## src/design/ccr_consts.vh

```
// register offsets, field positions and reset values of the charger config bank
// assumes byte-wide registers mapped one per aligned APB word
`ifndef CCR_CONSTS_VH
`define CCR_CONSTS_VH

// printed offsets are register indices, byte address is four times the index
`define CCR_IDX_FLAGS_B 8'h06
`define CCR_IDX_ENABLE_A 8'h07
`define CCR_IDX_ENABLE_B 8'h08
`define CCR_IDX_SUSPEND 8'h09
`define CCR_IDX_LIMIT 8'h0A
`define CCR_IDX_FAST 8'h0B
`define CCR_IDX_CHGEN 8'h0C
`define CCR_IDX_TIMER 8'h0D
`define CCR_IDX_REGV 8'h0E
`define CCR_IDX_PRECHG 8'h10
// own choice: flags of the first interrupt register, index 0x05, clear on read
`define CCR_IDX_FLAGS_A 8'h05

// reset values
`define CCR_RST_ENABLE 8'h00
`define CCR_RST_SUSPEND 8'h30
`define CCR_RST_LIMIT 8'h00
`define CCR_RST_FAST 8'h00
`define CCR_RST_CHGEN 8'h10
`define CCR_RST_TIMER 8'h00
`define CCR_RST_REGV 8'h00
`define CCR_RST_PRECHG 8'h00

// field positions
`define CCR_BIT_SOFT_SUSP 5
`define CCR_BIT_SUSP_SEL 4
`define CCR_BIT_LIMIT_MODE 7
`define CCR_BIT_REG_RANGE 3
`define CCR_BIT_THR_SEL 7
`define CCR_BIT_HOT 1
`define CCR_BIT_CONTACT 6

// current limit codes in mA
`define CCR_MA_0 12'h000
`define CCR_MA_100 12'h064
`define CCR_MA_500 12'h1F4
`define CCR_MA_600 12'h258
`define CCR_MA_700 12'h2BC
`define CCR_MA_900 12'h384
`define CCR_MA_1000 12'h3E8
`define CCR_MA_1500 12'h5DC
`define CCR_MA_2000 12'h7D0

// battery temperature zone code of the hot range
`define CCR_ZONE_HOT 3'h3

`endif

```

## src/design/ccr_charger_config_irq_regs.v

```verilog
// configuration and interrupt register bank of a usb charger detector, apb slave
// assumes event and status inputs are synchronous pulses/levels, pins are async
//
// Notes on behaviour
// - contact detect timeout sets its flag
// - entering hot zone sets hot flag
// - first enable register gates first flags
// - second enable register gates second flags
// - suspend select chooses pin or software
// - software suspend low forces zero limit
// - auto mode limit from detected type
// - manual mode uses switch and limit fields
// - manual limit field code table
// - done threshold code table
// - maintain timer code table
// - precharge timer code table
// - low regulation field voltage table
// - low precharge threshold table
// - high precharge threshold table
// - bus supply rising edge reloads defaults of the config registers, enables keep their values
`timescale 1ns/1ps
`include "ccr_consts.vh"

module ccr_charger_config_irq_regs #(
    parameter ADDR_WIDTH = 12
) (
    input wire clk_sys,
    input wire nrst,
    input wire psel,
    input wire penable,
    input wire pwrite,
    input wire [ADDR_WIDTH-1:0] paddr,
    input wire [31:0] pwdata,
    output reg [31:0] prdata,
    output reg pready,
    output reg pslverr,
    input wire [7:0] eventsA,
    input wire [7:0] eventsB,
    input wire contactTimeout,
    input wire [2:0] tempZone,
    input wire [3:0] detected_source_type,
    input wire suspend_pin,
    input wire bus_supply_input,
    output reg irqRequest,
    output reg forceSuspend,
    output reg [11:0] inputLimitMa,
    output reg [6:0] doneThresholdMa,
    output reg [5:0] maintainTimerMin,
    output reg [7:0] prechargeTimerMin,
    output reg [12:0] regulationMv,
    output reg [6:0] prechargeCurrentMa,
    output reg [11:0] prechargeThresholdMv,
    output reg [2:0] fastChargeCode,
    output reg regulationHighSel,
    output reg [2:0] regulationHighCode
);

// ------------------------------------------------------------
// pin synchronisers
// ------------------------------------------------------------
reg susMeta;
reg susSync;
reg vbMeta;
reg vbSync;
reg vbLast;
reg [2:0] zoneLast;
wire vbRise = vbSync & ~vbLast;

always @(posedge clk_sys) begin
    if (!nrst) begin
        susMeta <= 1'b0;
        susSync <= 1'b0;
        vbMeta <= 1'b0;
        vbSync <= 1'b0;
        vbLast <= 1'b0;
        zoneLast <= 3'h0;
    end else begin
        susMeta <= suspend_pin;
        susSync <= susMeta;
        vbMeta <= bus_supply_input;
        vbSync <= vbMeta;
        vbLast <= vbSync;
        zoneLast <= tempZone;
    end
end

// ------------------------------------------------------------
// apb decode
// ------------------------------------------------------------
// one wait state: answer in the second access cycle after setup
wire access = psel & penable & ~pready;
wire [7:0] idx = paddr[9:2];
wire wr = access & pwrite;
wire rd = access & ~pwrite;
reg [7:0] flagsA;
reg [7:0] flagsB;
reg [7:0] enableA;
reg [7:0] enableB;
reg [7:0] suspendCtrl;
reg [7:0] limitCtrl;
reg [7:0] fastCtrl;
reg [7:0] chgenCtrl;
reg [7:0] timerCtrl;
reg [7:0] regvCtrl;
reg [7:0] prechgCtrl;
reg [7:0] next_rdata;
reg next_err;

always @* begin
    next_err = 1'b0;
    case (idx)
        `CCR_IDX_FLAGS_A: next_rdata = flagsA;
        `CCR_IDX_FLAGS_B: next_rdata = flagsB;
        `CCR_IDX_ENABLE_A: next_rdata = enableA;
        `CCR_IDX_ENABLE_B: next_rdata = enableB;
        `CCR_IDX_SUSPEND: next_rdata = suspendCtrl;
        `CCR_IDX_LIMIT: next_rdata = limitCtrl;
        `CCR_IDX_FAST: next_rdata = fastCtrl;
        `CCR_IDX_CHGEN: next_rdata = chgenCtrl;
        `CCR_IDX_TIMER: next_rdata = timerCtrl;
        `CCR_IDX_REGV: next_rdata = regvCtrl;
        `CCR_IDX_PRECHG: next_rdata = prechgCtrl;
        default: begin
            next_rdata = 8'h00;
            next_err = 1'b1;
        end
    endcase
    if (paddr[1:0] != 2'h0 || paddr[ADDR_WIDTH-1:10] != 0) begin
        next_rdata = 8'h00;
        next_err = 1'b1;
    end
end

always @(posedge clk_sys) begin
    if (!nrst) begin
        prdata <= 32'h00000000;
        pready <= 1'b0;
        pslverr <= 1'b0;
    end else begin
        pready <= access;
        pslverr <= access & next_err;
        if (rd) begin
            prdata <= {24'h000000, next_rdata};
        end
    end
end

// ------------------------------------------------------------
// event flags
// ------------------------------------------------------------
// contact timeout and hot entry flags
wire hotEntry = (tempZone == `CCR_ZONE_HOT) && (zoneLast != `CCR_ZONE_HOT);
wire [7:0] setB = eventsB | ({7'h00, contactTimeout} << `CCR_BIT_CONTACT)
    | ({7'h00, hotEntry} << `CCR_BIT_HOT);
wire rdA = rd && !next_err && idx == `CCR_IDX_FLAGS_A;
wire rdB = rd && !next_err && idx == `CCR_IDX_FLAGS_B;

always @(posedge clk_sys) begin
    if (!nrst) begin
        flagsA <= 8'h00;
        flagsB <= 8'h00;
    end else begin
        // clear returned bits, new sets win
        flagsA <= (rdA ? 8'h00 : flagsA) | eventsA;
        flagsB <= (rdB ? 8'h00 : flagsB) | setB;
    end
end

// ------------------------------------------------------------
// writable registers
// ------------------------------------------------------------
wire wrOk = wr & ~next_err;
wire [7:0] wd = pwdata[7:0];

always @(posedge clk_sys) begin
    if (!nrst) begin
        enableA <= `CCR_RST_ENABLE;
        enableB <= `CCR_RST_ENABLE;
    end else begin
        if (wrOk && idx == `CCR_IDX_ENABLE_A) begin
            enableA <= wd;
        end
        if (wrOk && idx == `CCR_IDX_ENABLE_B) begin
            enableB <= wd;
        end
    end
end

always @(posedge clk_sys) begin
    if (!nrst || vbRise) begin
        suspendCtrl <= `CCR_RST_SUSPEND;
        limitCtrl <= `CCR_RST_LIMIT;
        fastCtrl <= `CCR_RST_FAST;
        chgenCtrl <= `CCR_RST_CHGEN;
        timerCtrl <= `CCR_RST_TIMER;
        regvCtrl <= `CCR_RST_REGV;
        prechgCtrl <= `CCR_RST_PRECHG;
    end else if (wrOk) begin
        case (idx)
            `CCR_IDX_SUSPEND: suspendCtrl <= wd;
            `CCR_IDX_LIMIT: limitCtrl <= wd;
            `CCR_IDX_FAST: fastCtrl <= wd;
            `CCR_IDX_CHGEN: chgenCtrl <= wd;
            `CCR_IDX_TIMER: timerCtrl <= wd;
            `CCR_IDX_REGV: regvCtrl <= wd;
            `CCR_IDX_PRECHG: prechgCtrl <= wd;
            default: suspendCtrl <= suspendCtrl;
        endcase
    end
end

// ------------------------------------------------------------
// decoded settings
// ------------------------------------------------------------
// suspend source select
wire suspended = suspendCtrl[`CCR_BIT_SUSP_SEL] ? ~suspendCtrl[`CCR_BIT_SOFT_SUSP] : susSync;
reg [11:0] autoMa;
reg [11:0] manualMa;
reg [11:0] next_limit;
reg [6:0] next_done;
reg [5:0] next_mt;
reg [7:0] next_pt;
reg [12:0] next_regv;
reg [6:0] next_pcur;
reg [11:0] next_pthr;

always @* begin
    case (detected_source_type)
        4'h1: autoMa = `CCR_MA_500;
        4'h2: autoMa = `CCR_MA_1500;
        4'h3: autoMa = `CCR_MA_1500;
        4'h4: autoMa = `CCR_MA_500;
        4'h5: autoMa = `CCR_MA_1000;
        4'h6: autoMa = `CCR_MA_1500;
        4'h7: autoMa = `CCR_MA_500;
        default: autoMa = `CCR_MA_0;
    endcase
    case (limitCtrl[4:2])
        3'h0: manualMa = `CCR_MA_100;
        3'h1: manualMa = `CCR_MA_500;
        3'h2: manualMa = `CCR_MA_600;
        3'h3: manualMa = `CCR_MA_700;
        3'h4: manualMa = `CCR_MA_900;
        3'h5: manualMa = `CCR_MA_1000;
        3'h6: manualMa = `CCR_MA_1500;
        default: manualMa = `CCR_MA_2000;
    endcase
    case (limitCtrl[1:0])
        2'h0: next_limit = `CCR_MA_0;
        2'h1: next_limit = `CCR_MA_100;
        2'h2: next_limit = `CCR_MA_500;
        default: next_limit = manualMa;
    endcase
    if (!limitCtrl[`CCR_BIT_LIMIT_MODE]) begin
        next_limit = autoMa;
    end
    if (suspended) begin
        next_limit = `CCR_MA_0;
    end
    case (chgenCtrl[2:0])
        3'h0: next_done = 7'd10;
        3'h1: next_done = 7'd20;
        3'h2: next_done = 7'd40;
        3'h3: next_done = 7'd50;
        3'h4: next_done = 7'd60;
        3'h5: next_done = 7'd80;
        default: next_done = 7'd100;
    endcase
    case (timerCtrl[5:4])
        2'h0: next_mt = 6'd30;
        2'h1: next_mt = 6'd15;
        2'h2: next_mt = 6'd0;
        default: next_mt = 6'd60;
    endcase
    case (timerCtrl[1:0])
        2'h0: next_pt = 8'd30;
        2'h1: next_pt = 8'd60;
        2'h2: next_pt = 8'd120;
        default: next_pt = 8'd240;
    endcase
    case (regvCtrl[5:4])
        2'h0: next_regv = 13'd4050;
        2'h1: next_regv = 13'd4100;
        2'h2: next_regv = 13'd4150;
        default: next_regv = 13'd4200;
    endcase
    // high range: 50 mV steps from 4250 mV, a table keeps widths exact
    if (regvCtrl[`CCR_BIT_REG_RANGE]) begin
        case (regvCtrl[2:0])
            3'h0: next_regv = 13'd4250;
            3'h1: next_regv = 13'd4300;
            3'h2: next_regv = 13'd4350;
            3'h3: next_regv = 13'd4400;
            3'h4: next_regv = 13'd4450;
            3'h5: next_regv = 13'd4500;
            3'h6: next_regv = 13'd4550;
            default: next_regv = 13'd4600;
        endcase
    end
    case (prechgCtrl[6:5])
        2'h0: next_pcur = 7'd30;
        2'h1: next_pcur = 7'd50;
        2'h2: next_pcur = 7'd70;
        default: next_pcur = 7'd100;
    endcase
    if (prechgCtrl[`CCR_BIT_THR_SEL]) begin
        next_pthr = 12'd2700 + {8'h00, prechgCtrl[2:1], 2'h0} * 12'd25;
    end else begin
        next_pthr = 12'd2150 + {8'h00, prechgCtrl[4:3], 2'h0} * 12'd25;
    end
end

// ------------------------------------------------------------
// registered outputs
// ------------------------------------------------------------
always @(posedge clk_sys) begin
    if (!nrst) begin
        irqRequest <= 1'b0;
        forceSuspend <= 1'b0;
        inputLimitMa <= `CCR_MA_0;
        doneThresholdMa <= 7'd0;
        maintainTimerMin <= 6'd0;
        prechargeTimerMin <= 8'd0;
        regulationMv <= 13'd0;
        prechargeCurrentMa <= 7'd0;
        prechargeThresholdMv <= 12'd0;
        fastChargeCode <= 3'h0;
        regulationHighSel <= 1'b0;
        regulationHighCode <= 3'h0;
    end else begin
        irqRequest <= |(flagsA & enableA) | |(flagsB & enableB);
        forceSuspend <= suspended;
        inputLimitMa <= next_limit;
        doneThresholdMa <= next_done;
        maintainTimerMin <= next_mt;
        prechargeTimerMin <= next_pt;
        regulationMv <= next_regv;
        prechargeCurrentMa <= next_pcur;
        prechargeThresholdMv <= next_pthr;
        fastChargeCode <= fastCtrl[4:2];
        regulationHighSel <= regvCtrl[`CCR_BIT_REG_RANGE];
        regulationHighCode <= regvCtrl[2:0];
    end
end

endmodule

```

## config.mk

```make
export PLATFORM = sky130hd
export DESIGN_NAME = ccr_charger_config_irq_regs
export DESIGN_NICKNAME = d
export VERILOG_FILES = /design/src/design/ccr_charger_config_irq_regs.v
export VERILOG_INCLUDE_DIRS = /design/src /design/src/design
export SDC_FILE = /design/constraint.sdc
export NUM_CORES = 1
export LEC_CHECK = 0
export ABC_CLOCK_PERIOD_IN_PS = 3600
export BUFFER_PORTS_ARGS = -buffer_cell sky130_fd_sc_hd__buf_2
export CELL_PAD_IN_SITES_DETAIL_PLACEMENT = 1
export CELL_PAD_IN_SITES_GLOBAL_PLACEMENT = 1
export CORE_MARGIN = 5
export CORE_UTILIZATION = 43
export DETAILED_ROUTE_END_ITERATION = 6
export GPL_ROUTABILITY_DRIVEN = 0
export GPL_TIMING_DRIVEN = 0
export PLACE_DENSITY = 0.95
export SYNTH_ARGS = -nofsm -noshare
export SYNTH_HDL_FRONTEND = slang
export SYNTH_SLANG_ARGS = --single-unit
```

## constraint.sdc

```tcl
create_clock -name clk_sys -period 3.6 [get_ports clk_sys]
set_clock_uncertainty 0.2 [all_clocks]
set_input_delay 0.18 -clock clk_sys [delete_from_list [all_inputs] [get_ports clk_sys]]
set_output_delay 0.18 -clock clk_sys [all_outputs]
set_load 0.03 [all_outputs]
```

==> insert_results.sql, run 1 <==
INSERT INTO impl_metrics (metric_group, metric, value, unit) VALUES
('timing', 'rsz0062_at_grt', 'no', ''),
('logic_synthesis', 'yosysWarnings', '0', ''),
('route', 'route.detailed.vias_per_inst', '5.84', ''),
('logic_synthesis', 'synth.mux.area_fraction', '4.35', '%'),
('logic_synthesis', 'synth-async-reset-ratio', '0', '%'),
('power', 'clockPowerShare', '43.2', '%'),
('worst_setup_path', 'worst_setup_path_start_kind', 'input pin', ''),
('logic_synthesis', 'yosys.area_share.simple', '18.0', '%'),
('logic_synthesis', 'synth_compound_area_share', '20.3', '%'),
('grt', 'grt_antenna_before_repair', '0', ''),
('clock_network', 'clk_path_buf_depth', '2', ''),
('power', 'cell_internal_pwr', '2.94', 'mW'),
('clock_network', 'cts-root-buf', 'clkbuf_16', ''),
('worst_setup_path', 'r2r_cells', '6', ''),
('layout', 'share_of_cells_above_drive_strength_1', '19.8', '%'),
('clock_network', 'cts_setup_buffers', '0', ''),
('power', 'net_switching_component_of_the_power', '1.13', 'mW'),
('run', 'max_cap_violations', '0', ''),
('layout', 'biggestRegsByFlops', 'prechargeThresholdMv: 10 flops, regulationMv: 10 flops, inputLimitMa: 9 flops', ''),
('grt', 'global_route.overflow_total', '0', ''),
('min_path', 'hold_path_class', 'input pin to flip-flop', ''),
('floorplan', 'die_h', '142', 'um'),
('logic_synthesis', 'netlist_area', '0.00751', 'sq mm'),
('clock_network', 'cts_repair_resize_count', '0', ''),
('power', 'power_frac_comb', '9.8', '%'),
('timing', 'worstMarginPinSlew', '1.22', 'ns'),
('floorplan', 'num_rows', '48', ''),
('timing', 'totalNegativeSetupSlack', '0', 'ns'),
('logic_synthesis', 'combinational_family_with_the_most_area_after_synthesis', 'compound AO/OA/AOI/OAI gates', ''),
('grt', 'grt_max_degree', '17', ''),
('logic_synthesis', 'syn_avg_cell_area', '8.80', 'sq um'),
('grt', 'grt_use_total', '28.6', '%'),
('floorplan', 'die_width', '142', 'um'),
('timing', 'timing.fmax', '0.353', 'GHz'),
('layout', 'commonest_non_fill_non_tap_cells_in_the_layout', 'dfxtp_1 (168), buf_2 (118), nand2_1 (87)', ''),
('route', 'drt-total-wl', '28900', 'um'),
('route', 'drt.antenna.violating_nets', '0', ''),
('grt', 'grt_pass1_wl', '44600', 'um'),
('layout', 'area_delta_synth_final', '24.1', '%'),
('worst_setup_path', 'crit_type', 'input pin to flip-flop', ''),
('floorplan', 'starting_density', '43.6', '%'),
('worst_setup_path', 'timing.critical_path.arrival', '2.98', 'ns'),
('worst_setup_path', 'cp_max_fo', '10', ''),
('clock_network', 'clk_transition_reported_paths', '0.08', 'ns'),
('timing', 'finalSetupViolations', '0', ''),
('power', 'power.density_cell_area', '437', 'mW/mm^2'),
('worst_setup_path', 'critPathRequiredTime', '3.74', 'ns'),
('floorplan', 'io-pin-count', '183', ''),
('min_path', 'timing.hold.worst_path_depth', '3', ''),
('logic_synthesis', 'dominantRegCellSynth', 'dfxtp_1', ''),
('run_status', 'status', 'complete, no violations', ''),
('place', 'count_of_buffers_inserted_at_the_top_level_ports', '113', ''),
('route', 'drt-initial-drc-count', '810', ''),
('logic_synthesis', 'synth.distinct_cells', '67', ''),
('logic_synthesis', 'synth_top_cell_area_share', '44.8', '%'),
('route', 'wire_per_inst', '22.5', 'um'),
('power', 'max-vdd-ir-drop', '0.356', 'mV'),
('power', 'sequential_cell_fraction_of_total_power', '47.1', '%'),
('layout', 'layout_commonest_cell', 'dfxtp_1', ''),
('timing', 'timing.final.max_slew_violations', '0', ''),
('power', 'total_power', '4.08', 'mW'),
('logic_synthesis', 'ys_seq_elements', '168', ''),
('grt', 'first_global_vias', '7965', ''),
('logic_synthesis', 'synth_xor_area_share', '1.28', '%'),
('route', 'drt_drc_violations_left', '0', ''),
('clock_network', 'cts_made_buffers', '17', ''),
('logic_synthesis', 'post_synth_fa_ha_maj_area_fraction', '3.13', '%'),
('clock_network', 'clock_tree_from_tritoncts', 'built', ''),
('floorplan', 'die_area', '0.0202', 'sq mm'),
('logic_synthesis', 'yosysTopAreaCell', 'dfxtp_1', ''),
('logic_synthesis', 'number_of_enable_flip_flop_cells_after_synthesis', '0', '');
-- area by class of cell --
class / instances / area [sq um] / share of cell area (%)
buffer: 97 / 528 / 5.67
sequential: 168 / 3360 / 36.1
clock buffer: 18 / 439 / 4.71
timing repair buffer: 142 / 856 / 9.18
inverter: 22 / 82.6 / 0.886
multi-input combinational: 597 / 3660 / 39.2
antenna: 1 / 2.50 / 0.0268
tap: 225 / 282 / 3.02
clock inverter: 14 / 110 / 1.18
-- final timing paths --
path / startpoint / end / slack (ns)
setup / recovery: paddr[3] / flagsB[6]$_SDFF_PN0_ / 0.77
hold / removal: pwdata[6] / timerCtrl[6]$_SDFFE_PP0P_ / 0.02
setup reg to reg: pready$_SDFF_PN0_ / enableB[0]$_SDFFE_PN0P_ / 0.96
hold reg to reg: prdata[3]$_SDFFE_PN0P_ / prdata[3]$_SDFFE_PN0P_ / 0.25
-- layer usage --
layer  vias up  track usage [%]  part of all wire (%)
li1       3289                -                     -
met1      3602             34.1                    38
met2       477             47.1                    47
met3       135             8.13                    10
met4         0             14.4                   5.1
met5         -                0                     0
-- timing repair --
action,in CTS,in global routing
endpoints found under the hold margin,36,0
hold buffers,29,0
endpoints found under the setup margin,0,0
-- per-stage QoR --
stage	worst slack [ns]	hold WS (ns)	util [%]	area (sq um)	instances
final	0.765	0.0164	54.1	9320	1284
after global routing	0.746	0.0278	54.1	9320	1283
after CTS	0.881	0.00391	54.0	9310	1283
after detailed placement	0.897	0.0981	49.2	8470	1222
after global placement	0.935	0.0968	49.2	8470	1222
after floorplan	1.60	0.00772	-	7620	884
-- Yosys cell counts, types with 4 or more instances --
master,instances
nor3_1,4
a21boi_0,14
xor2_1,5
a21oi_1,77
clkbuf_1,50
xnor2_1,6
ha_1,18
mux2_2,5
and2_1,23
o21ai_0,71
o21ai_1,8
nor2b_1,46
inv_1,21
nor2_1,36
o22ai_1,12
o21a_1,6
o211ai_1,5
mux2i_1,27
nand3_1,18
nand2_1,87
dfxtp_1,168
buf_4,36
buf_2,5
a22oi_1,30
-- logic make-up after synthesis --
logic type	after synthesis
DFF	168
adders and majority gates	19
muxes	32
other	1
and+or+nand+nor	250
buffers and inverters	119
xor gates and xnor gates	11
AOI/OAI and AO/OA	253
-- worst max-delay path, stage by stage --
cell and delay, ns:
buf_2 0.11, buf_2 0.21, nor4b_2 1.00, nand2_1 0.51, a211oi_1 0.33, dlygate4sd3_1 0.59, nor2b_1 0.05
-- power by group through the flow --
stage | clock, mW | sequential (mW) | combinational, mW
after floorplan | 0 | 1.99 | 0.204
after global placement | 0 | 1.96 | 0.345
after detailed placement | 0 | 1.96 | 0.353
after CTS | 1.75 | 1.92 | 0.383
after global routing | 1.84 | 1.92 | 0.418
final | 1.76 | 1.92 | 0.397
(Power assumes the default switching activity.)
==> run 2: changes to the inputs <==
Settings changed: ABC_AREA from default to 1, ABC_CLOCK_PERIOD_IN_PS 3600 to 2750, CORE_UTILIZATION 43 to 38, PLACE_DENSITY 0.95 to 0.92.
Clock period 3.6 ns to 2.75 ns, I/O delays scaled along.
==> run 2 against run 1 <==
Net effect:
- routed wire length fell by 2.0%
- utilization fell by 5.5 points
- area after synthesis rose by 4.7%
- worst setup slack got worse by 0.62 ns
==> insert_results.sql, run 2 <==
INSERT INTO impl_metrics (metric_group, metric, value, unit) VALUES
('run_status', 'status', 'complete, no violations', ''),
('route', 'drt-initial-drc-count', '648', ''),
('layout', 'share_of_cells_above_drive_strength_1', '17.9', '%'),
('worst_setup_path', 'worst_path_dominant_cell_family', 'buffers and inverters', ''),
('place', 'dp.final_hpwl', '19500', 'um'),
('timing', 'fin_worst_hold_slack', '0.0291', 'ns'),
('route', 'drt_drc_violations_left', '0', ''),
('power', 'power_leakage', '5.32', 'nW'),
('logic_synthesis', 'synth.area.top_cells', 'dfxtp_1 (43%), nand2_1 (14%), nor2_1 (9.6%)', ''),
('timing', 'timing.fmax', '0.385', 'GHz'),
('route', 'dr_total_vias', '8010', ''),
('clock_network', 'insertion_delay', '0.45', 'ns'),
('logic_synthesis', 'leading_cell_types_by_count_after_synthesis', 'nand2_1 (285), nor2_1 (200), dfxtp_1 (168), inv_1 (162), o21ai_0 (52)', ''),
('worst_setup_path', 'timing.critical_path.cells', 'dlygate4sd3_1, buf_2, nand2_1, dlygate4sd3_1, nor2_1, inv_1, nor2_1, buf_6, nand4_2, buf_2, nor2_1, nor2_1', ''),
('power', 'switching_share', '26.1', '%'),
('layout', 'final_net_count', '1413', ''),
('route', 'route.detailed.vias_per_inst', '4.99', ''),
('layout', 'biggestRegsByFlops', 'prechargeThresholdMv: 10 flops, regulationMv: 10 flops, inputLimitMa: 9 flops', ''),
('worst_setup_path', 'cp_max_fo', '10', ''),
('timing', 'post-route-period-util', '94.6', '%'),
('floorplan', 'die_width', '154', 'um'),
('worst_setup_path', 'crit_type', 'input pin to flip-flop', ''),
('timing', 'final_critical_path_setup_slack', '0.150', 'ns'),
('power', 'clockPowerShare', '46.3', '%'),
('floorplan', 'die_h', '154', 'um'),
('worst_setup_path', 'crit_slowest_cell', 'dlygate4sd3_1', ''),
('place', 'count_of_buffers_inserted_at_the_top_level_ports', '118', ''),
('floorplan', 'die_area', '0.0237', 'sq mm'),
('logic_synthesis', 'ys_seq_elements', '168', ''),
('grt', 'global_route.overflow_total', '0', ''),
('logic_synthesis', 'synth.distinct_cells', '41', ''),
('worst_setup_path', 'timing.critical_path.arrival', '2.74', 'ns'),
('clock_network', 'cts_sinks', '168', ''),
('place', 'place_worst_setup_slack', '0.393', 'ns'),
('layout', 'commonest_non_fill_non_tap_cells_in_the_layout', 'nand2_1 (285), nor2_1 (200), dfxtp_1 (168)', ''),
('timing', 'min_period', '2.60', 'ns'),
('floorplan', 'starting_density', '38.7', '%'),
('logic_synthesis', 'synthMostInstantiatedCell', 'nand2_1', ''),
('grt', 'grt_antenna_before_repair', '4', ''),
('logic_synthesis', 'yosysTopAreaCell', 'dfxtp_1', ''),
('timing', 'totalNegativeSetupSlack', '0', 'ns'),
('run', 'max_cap_violations', '0', ''),
('logic_synthesis', 'number_of_enable_flip_flop_cells_after_synthesis', '0', ''),
('power', 'net_switching_component_of_the_power', '1.46', 'mW'),
('timing', 'timing.final.max_slew_violations', '0', ''),
('timing', 'finalHoldViolations', '0', ''),
('power', 'max-vdd-ir-drop', '0.438', 'mV'),
('power', 'sequential_cell_fraction_of_total_power', '44.9', '%'),
('logic_synthesis', 'syn_avg_cell_area', '7.02', 'sq um'),
('logic_synthesis', 'synth_top_cell_area_share', '42.8', '%'),
('logic_synthesis', 'dominantRegCellSynth', 'dfxtp_1', ''),
('route', 'wire_per_inst', '17.6', 'um'),
('clock_network', 'cts-root-buf', 'clkbuf_16', ''),
('grt', 'grt_use_total', '23.5', '%'),
('floorplan', 'floorplan.core_area', '0.0203', 'sq mm'),
('clock_network', 'cts_made_buffers', '17', ''),
('power', 'power_frac_comb', '8.8', '%'),
('route', 'drt-total-wl', '28300', 'um'),
('power', 'power.density_cell_area', '566', 'mW/mm^2'),
('timing', 'relSlewSlack', '32.9', '%'),
('layout', 'area_delta_synth_final', '25.5', '%'),
('worst_setup_path', 'critical_path.endpoint_type', 'flip-flop', ''),
('floorplan', 'num_rows', '52', ''),
('grt', 'first_global_vias', '8256', ''),
('worst_setup_path', 'worst_setup_path_start_kind', 'input pin', ''),
('clock_network', 'clock_tree_from_tritoncts', 'built', ''),
('clock_network', 'clk_path_buf_depth', '2', ''),
('timing', 'worstMarginPinSlew', '0.999', 'ns'),
('logic_synthesis', 'yosysWarnings', '0', ''),
('worst_setup_path', 'critical_path.n_buffers_inverters', '6', ''),
('logic_synthesis', 'synth-async-reset-ratio', '0', '%'),
('grt', 'grt_pass1_wl', '44200', 'um'),
('worst_setup_path', 'cp_common_cell', 'nor2_1', ''),
('worst_setup_path', 'critPathRequiredTime', '2.89', 'ns'),
('route', 'drt.antenna.violating_nets', '0', ''),
('power', 'cell_internal_pwr', '4.13', 'mW'),
('min_path', 'hold_path_class', 'input pin to flip-flop', ''),
('logic_synthesis', 'syn_inst', '1119', ''),
('clock_network', 'clk_transition_reported_paths', '0.07', 'ns'),
('layout', 'layout_commonest_cell', 'nand2_1', ''),
('logic_synthesis', 'netlist_area', '0.00786', 'sq mm'),
('timing', 'rsz0062_at_grt', 'no', ''),
('clock_network', 'htree_num_levels', '4', ''),
('timing', 'finalSetupViolations', '0', ''),
('layout', 'final_core_utilization', '48.6', '%'),
('route', 'router_iterations_before_antenna_repair', '6', ''),
('floorplan', 'io-pin-count', '183', ''),
('grt', 'grt_max_degree', '17', ''),
('logic_synthesis', 'seq_area_frac_synth', '42.8', '%'),
('power', 'total_power', '5.58', 'mW'),
('worst_setup_path', 'crit_path_max_incr_delay', '0.55', 'ns');
-- run 2: changes by cell type in the layout (fill, tap and decap cells not counted), moves of 27 or more --
cell | previous run | this run
a21oi_1 | 77 | 39
a22oi_1 | 30 | 0
clkbuf_1 | 50 | 18
inv_1 | 21 | 162
mux2i_1 | 27 | 0
nand2_1 | 87 | 285
nor2_1 | 36 | 200
nor2b_1 | 46 | 0
-- run 2: through the flow --
step	instance area (sq um)	instances
after global placement	8900	1538
after global routing	9870	1606
after detailed placement	8900	1538
final	9870	1606
after CTS	9850	1603
after floorplan	7980	1150
-- run 2: per-layer routing --
layer | vias up | GRT usage (%) | wire [um]
li1 | 3768 | - | -
met2 | 295 | 40.7 | 13900
met4 | 2 | 10.4 | 1010
met3 | 78 | 4.67 | 1640
met5 | - | 0 | 11
met1 | 3867 | 28.3 | 11700
-- run 2: path summary, 6_finish.rpt --
path / start / end / slack, ns / depth (start not counted)
worst min-delay path: paddr[11] / fastCtrl[2]$_SDFFE_PP0P_ / 0.03 / 6
worst max-delay path: psel / enableB[2]$_SDFFE_PN0P_ / 0.15 / 12
worst min register to register: vbMeta$_SDFF_PN0_ / vbSync$_SDFF_PN0_ / 0.22 / 2
worst max register to register: pready$_SDFF_PN0_ / enableB[2]$_SDFFE_PN0P_ / 0.73 / 8
-- run 2: logic make-up (layout without fill, tap and decap cells) --
| logic type | count (synthesis) | count (layout) | share of synthesized area [%] |
|---|---|---|---|
| adder cells (fa/ha/maj) | 18 | 18 | 2.87 |
| flip-flops | 168 | 168 | 42.8 |
| other | 1 | 35 | 0.0477 |
| buffers and inverters | 242 | 425 | 14.4 |
| AO/OA/AOI/OAI | 123 | 123 | 8.83 |
| XOR/XNOR | 2 | 2 | 0.223 |
| AND/OR/NAND/NOR | 565 | 565 | 30.9 |
-- run 2: worst min-delay path, delay by kind of cell --
kind | cells | cell delay [ns]
and+or+nand+nor | 5 | 0.41
buffers and inverters | 1 | 0.08
-- run 2: power groups by stage --
stage	clock network (mW)	registers [mW]	logic (mW)
floorplan	0	2.61	0.246
global route	2.69	2.51	0.527
detailed placement	0	2.56	0.443
finish	2.58	2.50	0.494
global placement	0	2.56	0.434
CTS	2.60	2.50	0.482
-- run 2: cell type report --
cell class	count	area, sq um
antenna	3	7.51
buffer	74	504
clock buffer	19	453
clock inverter	13	165
fill	2693	10400
inverter	168	631
multi-input combinational	740	3480
sequential	168	3360
tap	270	338
timing repair buffer	151	921
-- run 2: repair_timing --
item,CTS,global route
hold buffers,33,0
setup buffers,0,0
setup endpoints to repair,0,19
resized for setup,0,2
endpoints found under the hold margin,33,0
==> run 3: changes to the inputs <==
Settings changed: ABC_AREA 1 to default, CORE_UTILIZATION 38 to 40.
==> run 3 against run 2 <==
Net effect:
- utilization rose by 2.0 points
- design area fell by 4.8%
- clock power fell by 10%
- global-route usage rose by 1.8 points
- first-iteration DRC count rose by 20%
==> insert_results.sql, run 3 (synthesized netlist as in run 1, its figures left out) <==
INSERT INTO impl_metrics (metric_group, metric, value, unit) VALUES
('run_status', 'status', 'complete, no violations', ''),
('layout', 'biggestRegsByFlops', 'prechargeThresholdMv: 10 flops, regulationMv: 10 flops, inputLimitMa: 9 flops', ''),
('route', 'drt_drc_violations_left', '0', ''),
('clock_network', 'cts_made_buffers', '17', ''),
('worst_setup_path', 'crit_slowest_cell', 'dlygate4sd3_1', ''),
('layout', 'final_core_utilization', '50.6', '%'),
('worst_setup_path', 'critical_path.endpoint_type', 'flip-flop', ''),
('power', 'switching_share', '27.6', '%'),
('layout', 'final_net_count', '1142', ''),
('worst_setup_path', 'crit_type', 'flip-flop to flip-flop', ''),
('floorplan', 'die_width', '147', 'um'),
('place', 'count_of_buffers_inserted_at_the_top_level_ports', '113', ''),
('worst_setup_path', 'critical_path.n_buffers_inverters', '2', ''),
('clock_network', 'clock_tree_from_tritoncts', 'built', ''),
('timing', 'relSlewSlack', '29.8', '%'),
('timing', 'timing.final.max_slew_violations', '0', ''),
('floorplan', 'num_rows', '50', ''),
('worst_setup_path', 'cp_max_fo', '8', ''),
('layout', 'share_of_cells_above_drive_strength_1', '19.7', '%'),
('timing', 'rsz0062_at_grt', 'no', ''),
('worst_setup_path', 'timing.critical_path.cells', 'and3b_1, clkbuf_1, and4_1, nand2_1, a211oi_1, dlygate4sd3_1, nor2b_1', ''),
('clock_network', 'cts_setup_buffers', '0', ''),
('grt', 'global_route.overflow_total', '0', ''),
('power', 'power_frac_comb', '9.8', '%'),
('grt', 'first_global_vias', '7703', ''),
('layout', 'filler_cell_count', '2210', ''),
('grt', 'grt_use_total', '25.3', '%'),
('layout', 'commonest_non_fill_non_tap_cells_in_the_layout', 'dfxtp_1 (168), buf_2 (118), nand2_1 (87)', ''),
('layout', 'finalInstanceArea', '0.00939', 'sq mm'),
('grt', 'grt_pass1_wl', '42900', 'um'),
('worst_setup_path', 'worst_setup_path_start_kind', 'flip-flop', ''),
('clock_network', 'htree_num_levels', '4', ''),
('power', 'max-vdd-ir-drop', '0.440', 'mV'),
('power', 'net_switching_component_of_the_power', '1.47', 'mW'),
('power', 'power_leakage', '3.81', 'nW'),
('timing', 'min_period', '2.61', 'ns'),
('worst_setup_path', 'worst_path_dominant_cell_family', 'simple AND/OR/NAND/NOR gates', ''),
('clock_network', 'clk_transition_reported_paths', '0.07', 'ns'),
('layout', 'layout_commonest_cell', 'dfxtp_1', ''),
('clock_network', 'insertion_delay', '0.44', 'ns'),
('route', 'met3_wl_post_dr', '2770', 'um'),
('place', 'dp.final_hpwl', '19200', 'um'),
('power', 'power.density_cell_area', '569', 'mW/mm^2'),
('route', 'met2_length', '13200', 'um'),
('min_path', 'hold_path_class', 'input pin to flip-flop', ''),
('floorplan', 'die_h', '147', 'um'),
('place', 'place_area', '0.00849', 'sq mm'),
('timing', 'post-route-period-util', '95.1', '%'),
('route', 'drt-initial-drc-count', '776', ''),
('route', 'wire_per_inst', '21.5', 'um'),
('floorplan', 'starting_density', '40.4', '%'),
('floorplan', 'die_area', '0.0216', 'sq mm'),
('route', 'route.detailed.vias_per_inst', '5.70', ''),
('grt', 'grt_antenna_before_repair', '1', ''),
('clock_network', 'cts_sinks', '168', ''),
('clock_network', 'clk_path_buf_depth', '2', ''),
('layout', 'area_delta_synth_final', '25.1', '%'),
('route', 'router_iterations_before_antenna_repair', '5', ''),
('worst_setup_path', 'timing.critical_path.arrival', '2.75', 'ns'),
('timing', 'timing.fmax', '0.382', 'GHz'),
('timing', 'finalHoldViolations', '0', ''),
('floorplan', 'floorplan.core_area', '0.0186', 'sq mm'),
('power', 'sequential_cell_fraction_of_total_power', '47.0', '%'),
('route', 'dr_total_vias', '7407', ''),
('grt', 'grt_max_degree', '17', ''),
('run', 'max_cap_violations', '0', ''),
('route', 'drt.antenna.violating_nets', '0', ''),
('clock_network', 'cts-root-buf', 'clkbuf_16', ''),
('worst_setup_path', 'critPathRequiredTime', '2.88', 'ns'),
('route', 'top_layer_used', 'met4', ''),
('timing', 'finalSetupViolations', '0', ''),
('timing', 'fin_worst_hold_slack', '0.0414', 'ns'),
('route', 'wirelength_met1', '11000', 'um'),
('route', 'drt-total-wl', '27900', 'um'),
('timing', 'worstMarginPinSlew', '1.05', 'ns'),
('worst_setup_path', 'crit_path_max_incr_delay', '0.58', 'ns'),
('power', 'cell_internal_pwr', '3.87', 'mW'),
('floorplan', 'io-pin-count', '183', ''),
('power', 'clockPowerShare', '43.2', '%');
run 3: cell types whose count changed in the layout (fill, tap and decap cells not counted), sizes merged, moves of 13 or more:
cell    change
nand2     -206
nor2      -167
buf        -13
nor2b      +46
a22oi      +30
a21boi     +14
nand3      -19
and2       +22
clkbuf     +30
inv       -141
o21ai      +27
mux2i      +27
a21oi      +38
run 3: routing by layer:
metal	vias to the layer above	track usage [%]
met3	100	7.22
met1	3561	30.8
met5	-	0
li1	3298	-
met4	0	9.93
met2	448	42.5
run 3: area by class of cell:
type | count | area (sq um) | share of cell area [%]
plain buffers | 96 | 524 | 5.58
repair buffers | 147 | 906 | 9.64
clock inverters | 13 | 109 | 1.16
diodes | 3 | 7.51 | 0.0799
flip-flops and latches | 168 | 3360 | 35.8
multi-input cells | 597 | 3670 | 39.0
clock buffers | 19 | 443 | 4.71
well taps | 234 | 293 | 3.12
inverters | 22 | 82.6 | 0.879
run 3: path summary, 6_finish.rpt:
path	from	slack [ns]	end	cells past startpoint
worst max-delay path	pready$_SDFF_PN0_	0.14	flagsB[6]$_SDFF_PN0_	7
worst max register to register	pready$_SDFF_PN0_	0.14	flagsB[6]$_SDFF_PN0_	7
worst min register to register	prdata[3]$_SDFFE_PN0P_	0.25	prdata[3]$_SDFFE_PN0P_	2
worst min-delay path	pwdata[5]	0.04	chgenCtrl[5]$_SDFFE_PP0P_	3
run 3: worst min-delay path, delay by kind of cell:
| family | cells | cell delay (ns) |
|---|---|---|
| AND/OR/NAND/NOR | 1 | 0.15 |
| buffers and inverters | 1 | 0.29 |
| AO/OA/AOI/OAI | 1 | 0.06 |
run 3: power by group through the flow:
stage	clock, mW	combinational, mW	sequential, mW
after global placement	0	0.454	2.56
after global routing	2.42	0.553	2.51
after CTS	2.33	0.507	2.51
after floorplan	0	0.267	2.61
after detailed placement	0	0.465	2.56
final	2.31	0.525	2.51
run 3: metrics by stage:
| stage | setup slack (ns) | total power, mW | std cells | TNS, ns |
|---|---|---|---|---|
| after global routing | 0.0429 | 5.48 | 1296 | 0 |
| after CTS | 0.160 | 5.34 | 1297 | 0 |
| after floorplan | 0.751 | 2.87 | 884 | 0 |
| final | 0.136 | 5.34 | 1299 | 0 |
| after detailed placement | 0.166 | 3.03 | 1231 | 0 |
| after global placement | -0.0845 | 3.01 | 1231 | -0.0845 |
run 3: timing repair:
action                                  in CTS  in global routing
endpoints found under the setup margin       0                  2
hold buffers                                34                  0
gates resized for setup                      0                  1
endpoints found under the hold margin       44                  0
